==> src/common/pio_irq_pkg.sv <==
// Constants and carrier types for the interrupt polarity and write protection block
package pio_irq_pkg;
   localparam int LINES = 32;
   localparam int ADDR_W = 32;
   localparam int DATA_W = 32;

   // Byte addresses of the registers this block answers
   localparam logic [31:0] ADDR_FALL_LOW_SELECT = 32'h400E0ED0;
   localparam logic [31:0] ADDR_RISE_HIGH_SELECT = 32'h400E0ED4;
   localparam logic [31:0] ADDR_POLARITY_STATUS = 32'h400E0ED8;
   localparam logic [31:0] ADDR_WRITE_PROTECT_MODE = 32'h400E0EE4;
   localparam logic [31:0] ADDR_WRITE_PROTECT_STATUS = 32'h400E0EE8;
   localparam logic [31:0] ADDR_INPUT_HYSTERESIS_CTRL = 32'h400E0F00;

   // Base of the controller; guarded registers are given as offsets from it
   localparam logic [31:0] CTRL_BASE = 32'h400E0E00;
   localparam int GUARDED_COUNT = 16;
   localparam logic [15:0] GUARDED_OFFSET [GUARDED_COUNT] = '{
      16'h0000, 16'h0004,  // Line enable, line disable
      16'h0010, 16'h0014,  // Output enable, output disable
      16'h0020, 16'h0024,  // Input filter enable, disable
      16'h0050, 16'h0054,  // Multi-driver enable, disable
      16'h0060, 16'h0064,  // Pull-up disable, enable
      16'h0070, 16'h0074,  // Peripheral select 1 and 2
      16'h00A0, 16'h00A4,  // Output write enable, disable
      16'h0090, 16'h0098   // Pull-down disable, pull-down status
   };

   // Protect mode register fields
   localparam int PROTECT_ON_BIT = 0;
   localparam int PROTECT_KEY_LSB = 8;
   localparam int PROTECT_KEY_W = 24;
   localparam logic [23:0] KEY_PASSWORD = 24'h50494F;

   // Protect status register fields
   localparam int VIOLATION_FLAG_BIT = 0;
   localparam int VIOLATION_SOURCE_LSB = 8;
   localparam int VIOLATION_SOURCE_W = 16;

   // Reset values
   localparam logic [31:0] POLARITY_RESET = 32'h00000000;
   localparam logic [31:0] HYSTERESIS_RESET = 32'h00000000;
   localparam logic PROTECT_RESET = 1'b0;

   // Per-line detection setup handed to the edge/level detector
   typedef struct packed {
      logic [LINES-1:0] both_edge;
      logic [LINES-1:0] level;
      logic [LINES-1:0] rise_high;
   } irq_cfg_t;

   typedef struct packed {
      logic write;
      logic read;
      logic [ADDR_W-1:0] addr;
      logic [DATA_W-1:0] wdata;
   } bus_req_t;
endpackage

==> src/pio_irq_polarity_write_protect.sv <==
// Interrupt polarity select, register write protection and input hysteresis control
`timescale 1ns/1ps

module pio_irq_polarity_write_protect #(
   parameter int LINE_COUNT = pio_irq_pkg::LINES
) (
   input wire logic clock,
   input wire logic rst,
   input wire logic [pio_irq_pkg::ADDR_W-1:0] addr,
   input wire logic [pio_irq_pkg::DATA_W-1:0] wdata,
   input wire logic write_strobe,
   input wire logic read_strobe,
   input wire logic [LINE_COUNT-1:0] edge_level_status,
   input wire logic [LINE_COUNT-1:0] extra_irq_mode,
   output logic [pio_irq_pkg::DATA_W-1:0] rdata,
   output pio_irq_pkg::irq_cfg_t irq_cfg,
   output logic [LINE_COUNT-1:0] hysteresis_off,
   output logic protect_active,
   output logic guarded_write_blocked
);
   import pio_irq_pkg::*;

   // Offset of an address from the controller base, low 16 bits
   function automatic logic [15:0] offset_of(input logic [ADDR_W-1:0] a);
      logic [ADDR_W-1:0] diff;
      diff = a - CTRL_BASE;
      return diff[15:0];
   endfunction

   // True when the address hits one of the guarded registers
   function automatic logic is_guarded(input logic [ADDR_W-1:0] a);
      logic hit;
      hit = 1'b0;
      if (a[ADDR_W-1:16] == CTRL_BASE[ADDR_W-1:16]) begin
         for (int i = 0; i < GUARDED_COUNT; i++) begin
            if (offset_of(a) == GUARDED_OFFSET[i]) begin
               hit = 1'b1;
            end
         end
      end
      return hit;
   endfunction

   // Registers of this block, as decoded from an address
   typedef enum logic [2:0] {
      UNMAPPED = 3'b000,
      FALL_LOW = 3'b001,
      RISE_HIGH = 3'b010,
      POLARITY = 3'b011,
      PROTECT_MODE = 3'b100,
      PROTECT_STATUS = 3'b101,
      HYSTERESIS = 3'b110
   } reg_sel_t;

   // Shared by the write and the read decode
   function automatic reg_sel_t select_of(input logic [ADDR_W-1:0] a);
      reg_sel_t sel;
      case (a)
         ADDR_FALL_LOW_SELECT: begin
            sel = FALL_LOW;
         end
         ADDR_RISE_HIGH_SELECT: begin
            sel = RISE_HIGH;
         end
         ADDR_POLARITY_STATUS: begin
            sel = POLARITY;
         end
         ADDR_WRITE_PROTECT_MODE: begin
            sel = PROTECT_MODE;
         end
         ADDR_WRITE_PROTECT_STATUS: begin
            sel = PROTECT_STATUS;
         end
         ADDR_INPUT_HYSTERESIS_CTRL: begin
            sel = HYSTERESIS;
         end
         default: begin
            sel = UNMAPPED;
         end
      endcase
      return sel;
   endfunction

   // Bus request as seen this cycle
   bus_req_t req;
   reg_sel_t write_sel;
   reg_sel_t read_sel;

   assign req = '{write: write_strobe, read: read_strobe, addr: addr, wdata: wdata};

   // Decoded only while a strobe is high, so an idle bus selects nothing
   always_comb begin
      write_sel = UNMAPPED;
      if (req.write) begin
         write_sel = select_of(req.addr);
      end
   end

   always_comb begin
      read_sel = UNMAPPED;
      if (req.read) begin
         read_sel = select_of(req.addr);
      end
   end

   // Polarity and hysteresis state
   logic [LINE_COUNT-1:0] polarity;
   logic [LINE_COUNT-1:0] next_polarity;
   logic [LINE_COUNT-1:0] next_hysteresis_off;

   // One polarity bit per line; a zero in a select write leaves its line alone
   for (genvar i = 0; i < LINE_COUNT; i++) begin : g_polarity
      always_comb begin
         next_polarity[i] = polarity[i];
         if (write_sel == FALL_LOW && req.wdata[i]) begin
            next_polarity[i] = 1'b0;
         end
         if (write_sel == RISE_HIGH && req.wdata[i]) begin
            next_polarity[i] = 1'b1;
         end
      end
   end

   // A one turns the input hysteresis of its line off
   always_comb begin
      next_hysteresis_off = hysteresis_off;
      if (write_sel == HYSTERESIS) begin
         next_hysteresis_off = req.wdata[LINE_COUNT-1:0];
      end
   end

   // Reset leaves every line at falling edge or low level
   always_ff @(posedge clock or posedge rst) begin
      if (rst) begin
         polarity <= POLARITY_RESET[LINE_COUNT-1:0];
      end else begin
         polarity <= next_polarity;
      end
   end

   always_ff @(posedge clock or posedge rst) begin
      if (rst) begin
         hysteresis_off <= HYSTERESIS_RESET[LINE_COUNT-1:0];
      end else begin
         hysteresis_off <= next_hysteresis_off;
      end
   end

   // Detection setup for the downstream edge/level detector
   irq_cfg_t next_irq_cfg;
   logic [LINE_COUNT-1:0] line_both_edge;
   logic [LINE_COUNT-1:0] line_level;
   logic [LINE_COUNT-1:0] line_rise_high;

   // A line outside the additional mode falls back to both edges, whatever its polarity
   for (genvar i = 0; i < LINE_COUNT; i++) begin : g_detect
      always_comb begin
         line_both_edge[i] = 1'b1;
         line_level[i] = 1'b0;
         line_rise_high[i] = 1'b0;
         if (extra_irq_mode[i]) begin
            line_both_edge[i] = 1'b0;
            line_level[i] = edge_level_status[i];
            line_rise_high[i] = next_polarity[i];
         end
      end
   end

   // Packed for the downstream detector
   always_comb begin
      next_irq_cfg.both_edge = line_both_edge;
      next_irq_cfg.level = line_level;
      next_irq_cfg.rise_high = line_rise_high;
   end

   always_ff @(posedge clock or posedge rst) begin
      if (rst) begin
         irq_cfg <= '{both_edge: {LINE_COUNT{1'b1}}, level: '0, rise_high: '0};
      end else begin
         irq_cfg <= next_irq_cfg;
      end
   end

   // Write protection
   logic next_protect_active;
   logic violation_flag;
   logic next_violation_flag;
   logic [VIOLATION_SOURCE_W-1:0] violation_source;
   logic [VIOLATION_SOURCE_W-1:0] next_violation_source;
   logic next_guarded_write_blocked;
   logic violation_now;
   logic status_read;
   logic key_match;

   // The key must match in the same access, otherwise the enable bit is dropped
   always_comb begin
      key_match = req.wdata[PROTECT_KEY_LSB +: PROTECT_KEY_W] == KEY_PASSWORD;
      next_protect_active = protect_active;
      if (write_sel == PROTECT_MODE && key_match) begin
         next_protect_active = req.wdata[PROTECT_ON_BIT];
      end
   end

   // The mode register itself stays writable, so protection can always be lifted
   always_comb begin
      violation_now = 1'b0;
      if (req.write && protect_active) begin
         violation_now = is_guarded(req.addr);
      end
      status_read = read_sel == PROTECT_STATUS;
      next_guarded_write_blocked = violation_now;
   end

   // A violation in the same cycle as the clearing read is kept
   always_comb begin
      next_violation_flag = violation_flag;
      next_violation_source = violation_source;
      if (status_read) begin
         next_violation_flag = 1'b0;
         next_violation_source = '0;
      end
      if (violation_now) begin
         next_violation_flag = 1'b1;
         next_violation_source = offset_of(req.addr);
      end
   end

   always_ff @(posedge clock or posedge rst) begin
      if (rst) begin
         protect_active <= PROTECT_RESET;
         guarded_write_blocked <= 1'b0;
      end else begin
         protect_active <= next_protect_active;
         guarded_write_blocked <= next_guarded_write_blocked;
      end
   end

   // Flag and source are always cleared together
   always_ff @(posedge clock or posedge rst) begin
      if (rst) begin
         violation_flag <= 1'b0;
         violation_source <= '0;
      end else begin
         violation_flag <= next_violation_flag;
         violation_source <= next_violation_source;
      end
   end

   // Read data, valid in the cycle after the read strobe only
   logic [DATA_W-1:0] next_rdata;

   always_comb begin
      next_rdata = '0;
      if (req.read) begin
         case (read_sel)
            POLARITY: begin
               next_rdata[LINE_COUNT-1:0] = polarity;
            end
            PROTECT_MODE: begin
               // The key field is never returned
               next_rdata[PROTECT_ON_BIT] = protect_active;
            end
            PROTECT_STATUS: begin
               next_rdata[VIOLATION_FLAG_BIT] = violation_flag;
               next_rdata[VIOLATION_SOURCE_LSB +: VIOLATION_SOURCE_W] = violation_source;
            end
            HYSTERESIS: begin
               next_rdata[LINE_COUNT-1:0] = hysteresis_off;
            end
            // Write-only and unmapped addresses read as zero
            default: begin
               next_rdata = '0;
            end
         endcase
      end
   end

   always_ff @(posedge clock or posedge rst) begin
      if (rst) begin
         rdata <= '0;
      end else begin
         rdata <= next_rdata;
      end
   end
endmodule // pio_irq_polarity_write_protect

==> config.mk <==
export PLATFORM = sky130hd
export DESIGN_NAME = pio_irq_polarity_write_protect
export DESIGN_NICKNAME = d
export VERILOG_FILES = /design/src/common/pio_irq_pkg.sv /design/src/pio_irq_polarity_write_protect.sv
export SDC_FILE = /design/constraint.sdc
export NUM_CORES = 1
export LEC_CHECK = 0
export BUFFER_PORTS_ARGS = -buffer_cell sky130_fd_sc_hd__buf_2
export CAP_MARGIN = 20
export CORE_ASPECT_RATIO = 0.75
export CORE_MARGIN = 5
export CORE_UTILIZATION = 35
export DETAILED_ROUTE_END_ITERATION = 6
export HOLD_SLACK_MARGIN = 0.12
export MAX_ROUTING_LAYER = met4
export PLACE_DENSITY = 0.67
export SLEW_MARGIN = 20
export SYNTH_ARGS = -nofsm -noshare
export SYNTH_HDL_FRONTEND = slang
export SYNTH_SLANG_ARGS = --single-unit
==> constraint.sdc <==
create_clock -name clock -period 7.1 [get_ports clock]
set_input_delay 1.42 -clock clock [delete_from_list [all_inputs] [get_ports clock]]
set_output_delay 1.42 -clock clock [all_outputs]
set_load 0.01 [all_outputs]
# After elaboration in Yosys (flattened, before gate mapping)
# Cells that the tools add are included.
# totals
inputBits	132
regBits	211
# classes
muxes	190
n_eq_ne	31
add_sub_neg	1
n_reduce_logical	68
# op_table
operator	n
32-bit by 31-bit equality test with 1-bit output (second input constant)	6
1-bit two-way mux	180
16-bit by 7-bit equality test with 1-bit output (second input constant)	6
1-bit logical AND	66
16-bit by 8-bit equality test with 1-bit output (second input constant)	4
16-bit one-hot mux with 3 select lines	1
16-bit by 5-bit equality test with 1-bit output (second input constant)	2
16-bit by 6-bit equality test with 1-bit output (second input constant)	2
16-bit two-way mux	2
32-bit two-way mux	1
24-bit by 23-bit equality test with 1-bit output (second input constant)	1
3-bit one-hot mux with 6 select lines	1
16-bit by 15-bit equality test with 1-bit output (second input constant)	1
16-bit by 3-bit equality test with 1-bit output (second input constant)	1
16-bit logical NOT	1
8-bit one-hot mux with 2 select lines	1
16-bit by 12-bit subtractor with 16-bit output (second input constant)	1
3-bit equality test (second input constant)	5
7-bit one-hot mux with 2 select lines	1
3-bit by 2-bit equality test with 1-bit output (second input constant)	2
3-bit two-way mux	2
1-bit one-hot mux with 4 select lines	1
3-bit by 1-bit equality test with 1-bit output (second input constant)	1
2-bit nonzero test	1

# Depth between registers and ports, before layout
# logic_depth
ltp_word	21
mapped_depth	7
mapped_depth_nobuf	6

# Least setup slack after synthesis
# Ideal clock, no wire load.
# synth_path
path_kind	input to register
startpoint	input addr[20] (netlist name)
endpoint	register violation_flag
setup_slack_ns	3.589
n_path_buf	1
t_arrival_ns	3.433
t_required_ns	7.022
stages	6
path_cell_list	or4_4 nor4_4 nand3_1 a2111oi_4 buf_6 o21bai_1
# synth_rtl
item	line_no	rtl
start, declared	pio_irq_polarity_write_protect.sv:9	input wire logic [pio_irq_pkg::ADDR_W-1:0] addr,
16-bit by 15-bit equality test with 1-bit output (*)	pio_irq_polarity_write_protect.sv:34	if (a[ADDR_W-1:16] == CTRL_BASE[ADDR_W-1:16]) begin
1-bit two-way mux (*)	pio_irq_polarity_write_protect.sv:34	
1-bit two-way mux (*)	pio_irq_polarity_write_protect.sv:207	if (req.write && protect_active) begin
named net next_guarded_write_blocked	pio_irq_polarity_write_protect.sv:190	logic next_guarded_write_blocked;
1-bit two-way mux or 2-bit nonzero test (tied branches)	n/a	
end signal, assigned	pio_irq_polarity_write_protect.sv:244	violation_flag <= next_violation_flag;
end, declared	pio_irq_polarity_write_protect.sv:186	logic violation_flag;
# Mark *: on every way through the listed nets, which the timed path passes. The rest lies on a longest branch.
# A chain may end at the register's enable or synchronous reset.

# Final worst setup path
# layout_path
startpoint	input addr[12] (netlist name)
endpoint	register rdata[20] (netlist name)
# layout_via
elab_chain_cells	6
# layout_rtl
item	line_no	rtl
32-bit by 31-bit equality test with 1-bit output	pio_irq_polarity_write_protect.sv:58	case (a)
3-bit one-hot mux with 6 select lines (*)	pio_irq_polarity_write_protect.sv:58	
3-bit two-way mux (*)	pio_irq_polarity_write_protect.sv:101	if (req.read) begin
3-bit equality test or 3-bit by 2-bit equality test with 1-bit output (tied branches)	pio_irq_polarity_write_protect.sv:255	case (read_sel)
16-bit one-hot mux with 3 select lines (*)	pio_irq_polarity_write_protect.sv:255	
32-bit two-way mux (*)	pio_irq_polarity_write_protect.sv:254	if (req.read) begin
named net next_rdata[20]	pio_irq_polarity_write_protect.sv:250	logic [DATA_W-1:0] next_rdata;
end signal, assigned	pio_irq_polarity_write_protect.sv:282	rdata <= next_rdata;
end, declared	pio_irq_polarity_write_protect.sv:15	output logic [pio_irq_pkg::DATA_W-1:0] rdata,
# Marks and branches as above.

==> results by group <==
STA
  • Highest Clock Rate: between 200 and 250 MHz
  • Worst-case hold slack: 487.8 ps
  • Hold violation total from the final report: 0
  • Transition time at the pin with the least slew margin: 1043 ps
  • Unrepaired setup endpoints after global routing: false
  • Post-layout min period: 4217 ps
  • PnR worst setup slack: 2883 ps
  • Final number of setup-violating endpoints: 0
  • Total Negative Setup Slacks: 0 ps
  • Final-report max-slew violation count: 0
  • Worst-case clock skew: 11.96 ps
  • Share of the clock period used by the worst path after layout: 59.39%
  • Relative slew slack: slightly above 30%

Pwr
  • Portion of total power attributed to the clock network: 44.7%
  • Switching power: 0.5627 mW
  • Internal power summed over all cells: 1.915 mW
  • Combinational cell fraction of total power: 5.6%
  • Static leakage power: roughly 5.7 nW
  • Sw Ratio: 22.71%
  • IR Drop Worst-Case VDD: 0.1629 mV
  • Power density relative to cell area: around 230 nW/um2
  • Portion of total power attributed to sequential cells: 49.7%
  • Overall power after layout: 2.478 mW

Routing
  • Vias/cell: 4.976
  • Detailed-route wire length: 23.88 mm
  • Number of DRC violations after detailed routing: 0
  • Count of antenna-violating nets left after detailed routing: 0
  • Number of iterations in the first detailed-routing pass: 5
  • Number of DRC violations after detailed-routing iteration 0: 354
  • Routed wire length per instance: between 15 and 20 um
  • Overall via count from detail_route: 6344

Critical path
  • Stage delay of the slowest cell on the critical path: 940 ps
  • Nature of the critical path endpoint: flop
  • Data arrival, critical path: 4650 ps
  • Type of the worst setup path: input port to flop
  • WP data required: about 7500 ps
  • CP max stage cell: sky130_fd_sc_hd__nor2_4
  • Startpoint types: input port
  • Largest fanout on the critical path: 35
  • Cell-by-cell listing of the critical path: buf_2 -> nor4_1 -> nor2b_4 -> nand3_1 -> nor2_4 -> a221o_1

Worst hold path
  • Worst hold path type: flop to flop

Yosys
  • Syn Area/Cell: roughly 12 um2
  • Netlist Area Pre-Place: approximately 8100 um2
  • Number of distinct library cell variants in the gate-level netlist after synthesis: 46
  • Synthesized Nets: 790
  • Fraction of registers with async set or reset after synthesis: 100.0%
  • Yosys warns: 0
  • Number of enable flip-flop cells after synthesis: 0
  • Total of flip-flops plus latches after synthesis: 211
  • Post-synthesis instance total: approximately 660
  • Most instantiated flip-flop cell in the synthesis netlist: sky130_fd_sc_hd__dfrtp_1
  • Sequential fraction of the synthesis area: 65.52%

Global routing
  • Total overflow reported by the global router: 0
  • Global router's overall resource usage: 18.25%
  • Via count of the first global-routing pass: 6684
  • Pin count of the biggest net entering global routing: 150
  • Global-route wire length before repair: 37.03 mm
  • Number of antenna violations at the first check in global routing: 0

Die
  • Width of the die: between 150 and 200 um
  • Placement Rows: 48
  • Height of the die: 141.9 um
  • Effective utilization at floorplan: between 30% and 40%
  • Core region area: 22940 um2
  • Floorplan die area: 26380 um2
  • Top-Level Pins: 294

Clock network
  • CTS buffer count: 23
  • Clock root buffer: sky130_fd_sc_hd__clkbuf_16
  • Clock net sink count: 211
  • Clock insertion delay at the later pin of the skew report: around 500 ps
  • Clock tree from TritonCTS: built
  • H-tree levels: 1
  • Hold-fix buffer count after cts: 0
  • Cells resized by post-CTS repair: 0
  • Buffers inserted during post-CTS setup optimization: 0
  • Buffer levels on the longest clock path: 3
  • Clock Pin Slew Worst Setup and Hold Paths: 60 ps

Outcome
  • Outcome: complete, no violations

Placed design
  • Instance area after placement: 9972 um2
  • Routability cong.: 0.8182
  • Dpl hpwl: 16.84 mm
  • Number of I/O port buffers: 293
  • Worst setup slack before clock tree synthesis: 2048 ps

Run
  • Count of maximum capacitance violations: 0

Layout
  • Commonest non-fill, non-tap cells in the layout: 293 x sky130_fd_sc_hd__buf_2, 179 x sky130_fd_sc_hd__dfrtp_1, 68 x sky130_fd_sc_hd__nand2_1, 48 x sky130_fd_sc_hd__and2_1, 43 x sky130_fd_sc_hd__inv_1
  • Post-layout instance area: ~11000 um2
  • Register area: 5320 um2
  • Fraction of final layout cells sized beyond drive strength 1: 43.08%
  • Multi-input combinational cell area: roughly 2600 um2
  • Ant diodes: 0
  • Layout-stage area growth over the synthesis result: 31.76%
  • Fill cell count: 2141
  • Final layout net count: about 1.1k
  • Commonest non-fill, non-tap cell in the layout: sky130_fd_sc_hd__buf_2
## registers in the layout, indices dropped and copies added (netlist names)
register               cells
violation_source          16
hysteresis_off            32
irq_cfg                   96
guarded_write_blocked      1
violation_flag             1
protect_active             1
rdata                     32
polarity                  32
## critical path, delay by kind of cell
kind / cells / cell delay [ps]
compound gates: 1 / 290
buf+inv: 1 / 120
simple gates: 4 / 2780
## cell usage after synthesis (4+ instances only)
| library cell | count | share of area [%] |
|---|---|---|
| sky130_fd_sc_hd__dfrtp_1 | 179 | 55 |
| sky130_fd_sc_hd__nand2_1 | 68 | 3.1 |
| sky130_fd_sc_hd__and2_1 | 48 | 3.7 |
| sky130_fd_sc_hd__inv_1 | 44 | 2.0 |
| sky130_fd_sc_hd__nand3_1 | 36 | 2.2 |
| sky130_fd_sc_hd__nand4_1 | 36 | 2.8 |
| sky130_fd_sc_hd__a21oi_1 | 33 | 2.0 |
| sky130_fd_sc_hd__dfstp_2 | 32 | 10 |
| sky130_fd_sc_hd__mux2_2 | 32 | 4.4 |
| sky130_fd_sc_hd__a221o_1 | 16 | 2.0 |
| sky130_fd_sc_hd__a22o_1 | 15 | 1.6 |
| sky130_fd_sc_hd__clkbuf_1 | 15 | 0.69 |
| sky130_fd_sc_hd__nor3b_1 | 11 | 1.0 |
| sky130_fd_sc_hd__buf_2 | 10 | 0.62 |
| sky130_fd_sc_hd__nor2_1 | 8 | 0.37 |
| sky130_fd_sc_hd__o21ai_0 | 8 | 0.49 |
| sky130_fd_sc_hd__mux2i_1 | 7 | 0.86 |
| sky130_fd_sc_hd__nor3_1 | 6 | 0.37 |
| sky130_fd_sc_hd__nor4_1 | 5 | 0.39 |
| sky130_fd_sc_hd__nand4bb_1 | 4 | 0.55 |
## routing by layer
layer,GRT usage [%],share of wire (%),up-vias
met1,24.43,42,3102
met5,-,0,-
met2,28.58,47,289
met4,3.718,2.0,0
met3,4.511,9.4,30
li1,-,-,2923
## area by class of cell
type	count	share of cell area, %
Tap cell	300	3.508
Multi-Input combinational cell	373	23.87
Inverter	44	1.579
Clock inverter	10	0.6198
Clock buffer	32	5.976
Timing Repair Buffer	305	14.72
Sequential cell	211	49.73
## power by group through the flow
stage | Combinational (mW) | Clock (mW) | Sequential (mW)
after floorplan | 0.0445 | 0 | 1.27
after global placement | 0.139 | 0 | 1.25
after detailed placement | 0.141 | 0 | 1.25
after CTS | 0.142 | 1.14 | 1.23
after global routing | 0.156 | 1.19 | 1.23
final | 0.138 | 1.11 | 1.23
## logic make-up after synthesis
group                    share of synthesized area (%)
AO/OA/AOI/OAI                                    7.750
XOR/XNOR                                        0.2158
adder cells (fa/ha/maj)                         0.1541
buffers and inverters                            3.621
flip-flops                                       65.52
multiplexers                                     5.439
AND/OR/NAND/NOR                                  17.30
## per-stage QoR
step                      utilization [%]  cells
final                               46.64   1275
after global routing                46.64   1275
after CTS                           46.54   1273
after detailed placement            43.47   1231
after global placement              43.47   1231
after floorplan                         -    657
## path summary, 6_finish.rpt
kind	depth (start not counted)	from	slack, ps	end
setup / recovery	6	addr[12]	2880	rdata[20]
setup reg to reg	5	protect_active	5310	violation_source[2]
hold / removal	1	polarity[1]	490	rdata[1]
hold reg to reg	1	polarity[1]	490	rdata[1]
max in group asynchronous	4	rst	4530	hysteresis_off[17]
min in group asynchronous	2	rst	820	irq_cfg[57]
Note: power is estimated with default switching activity, not from simulation.
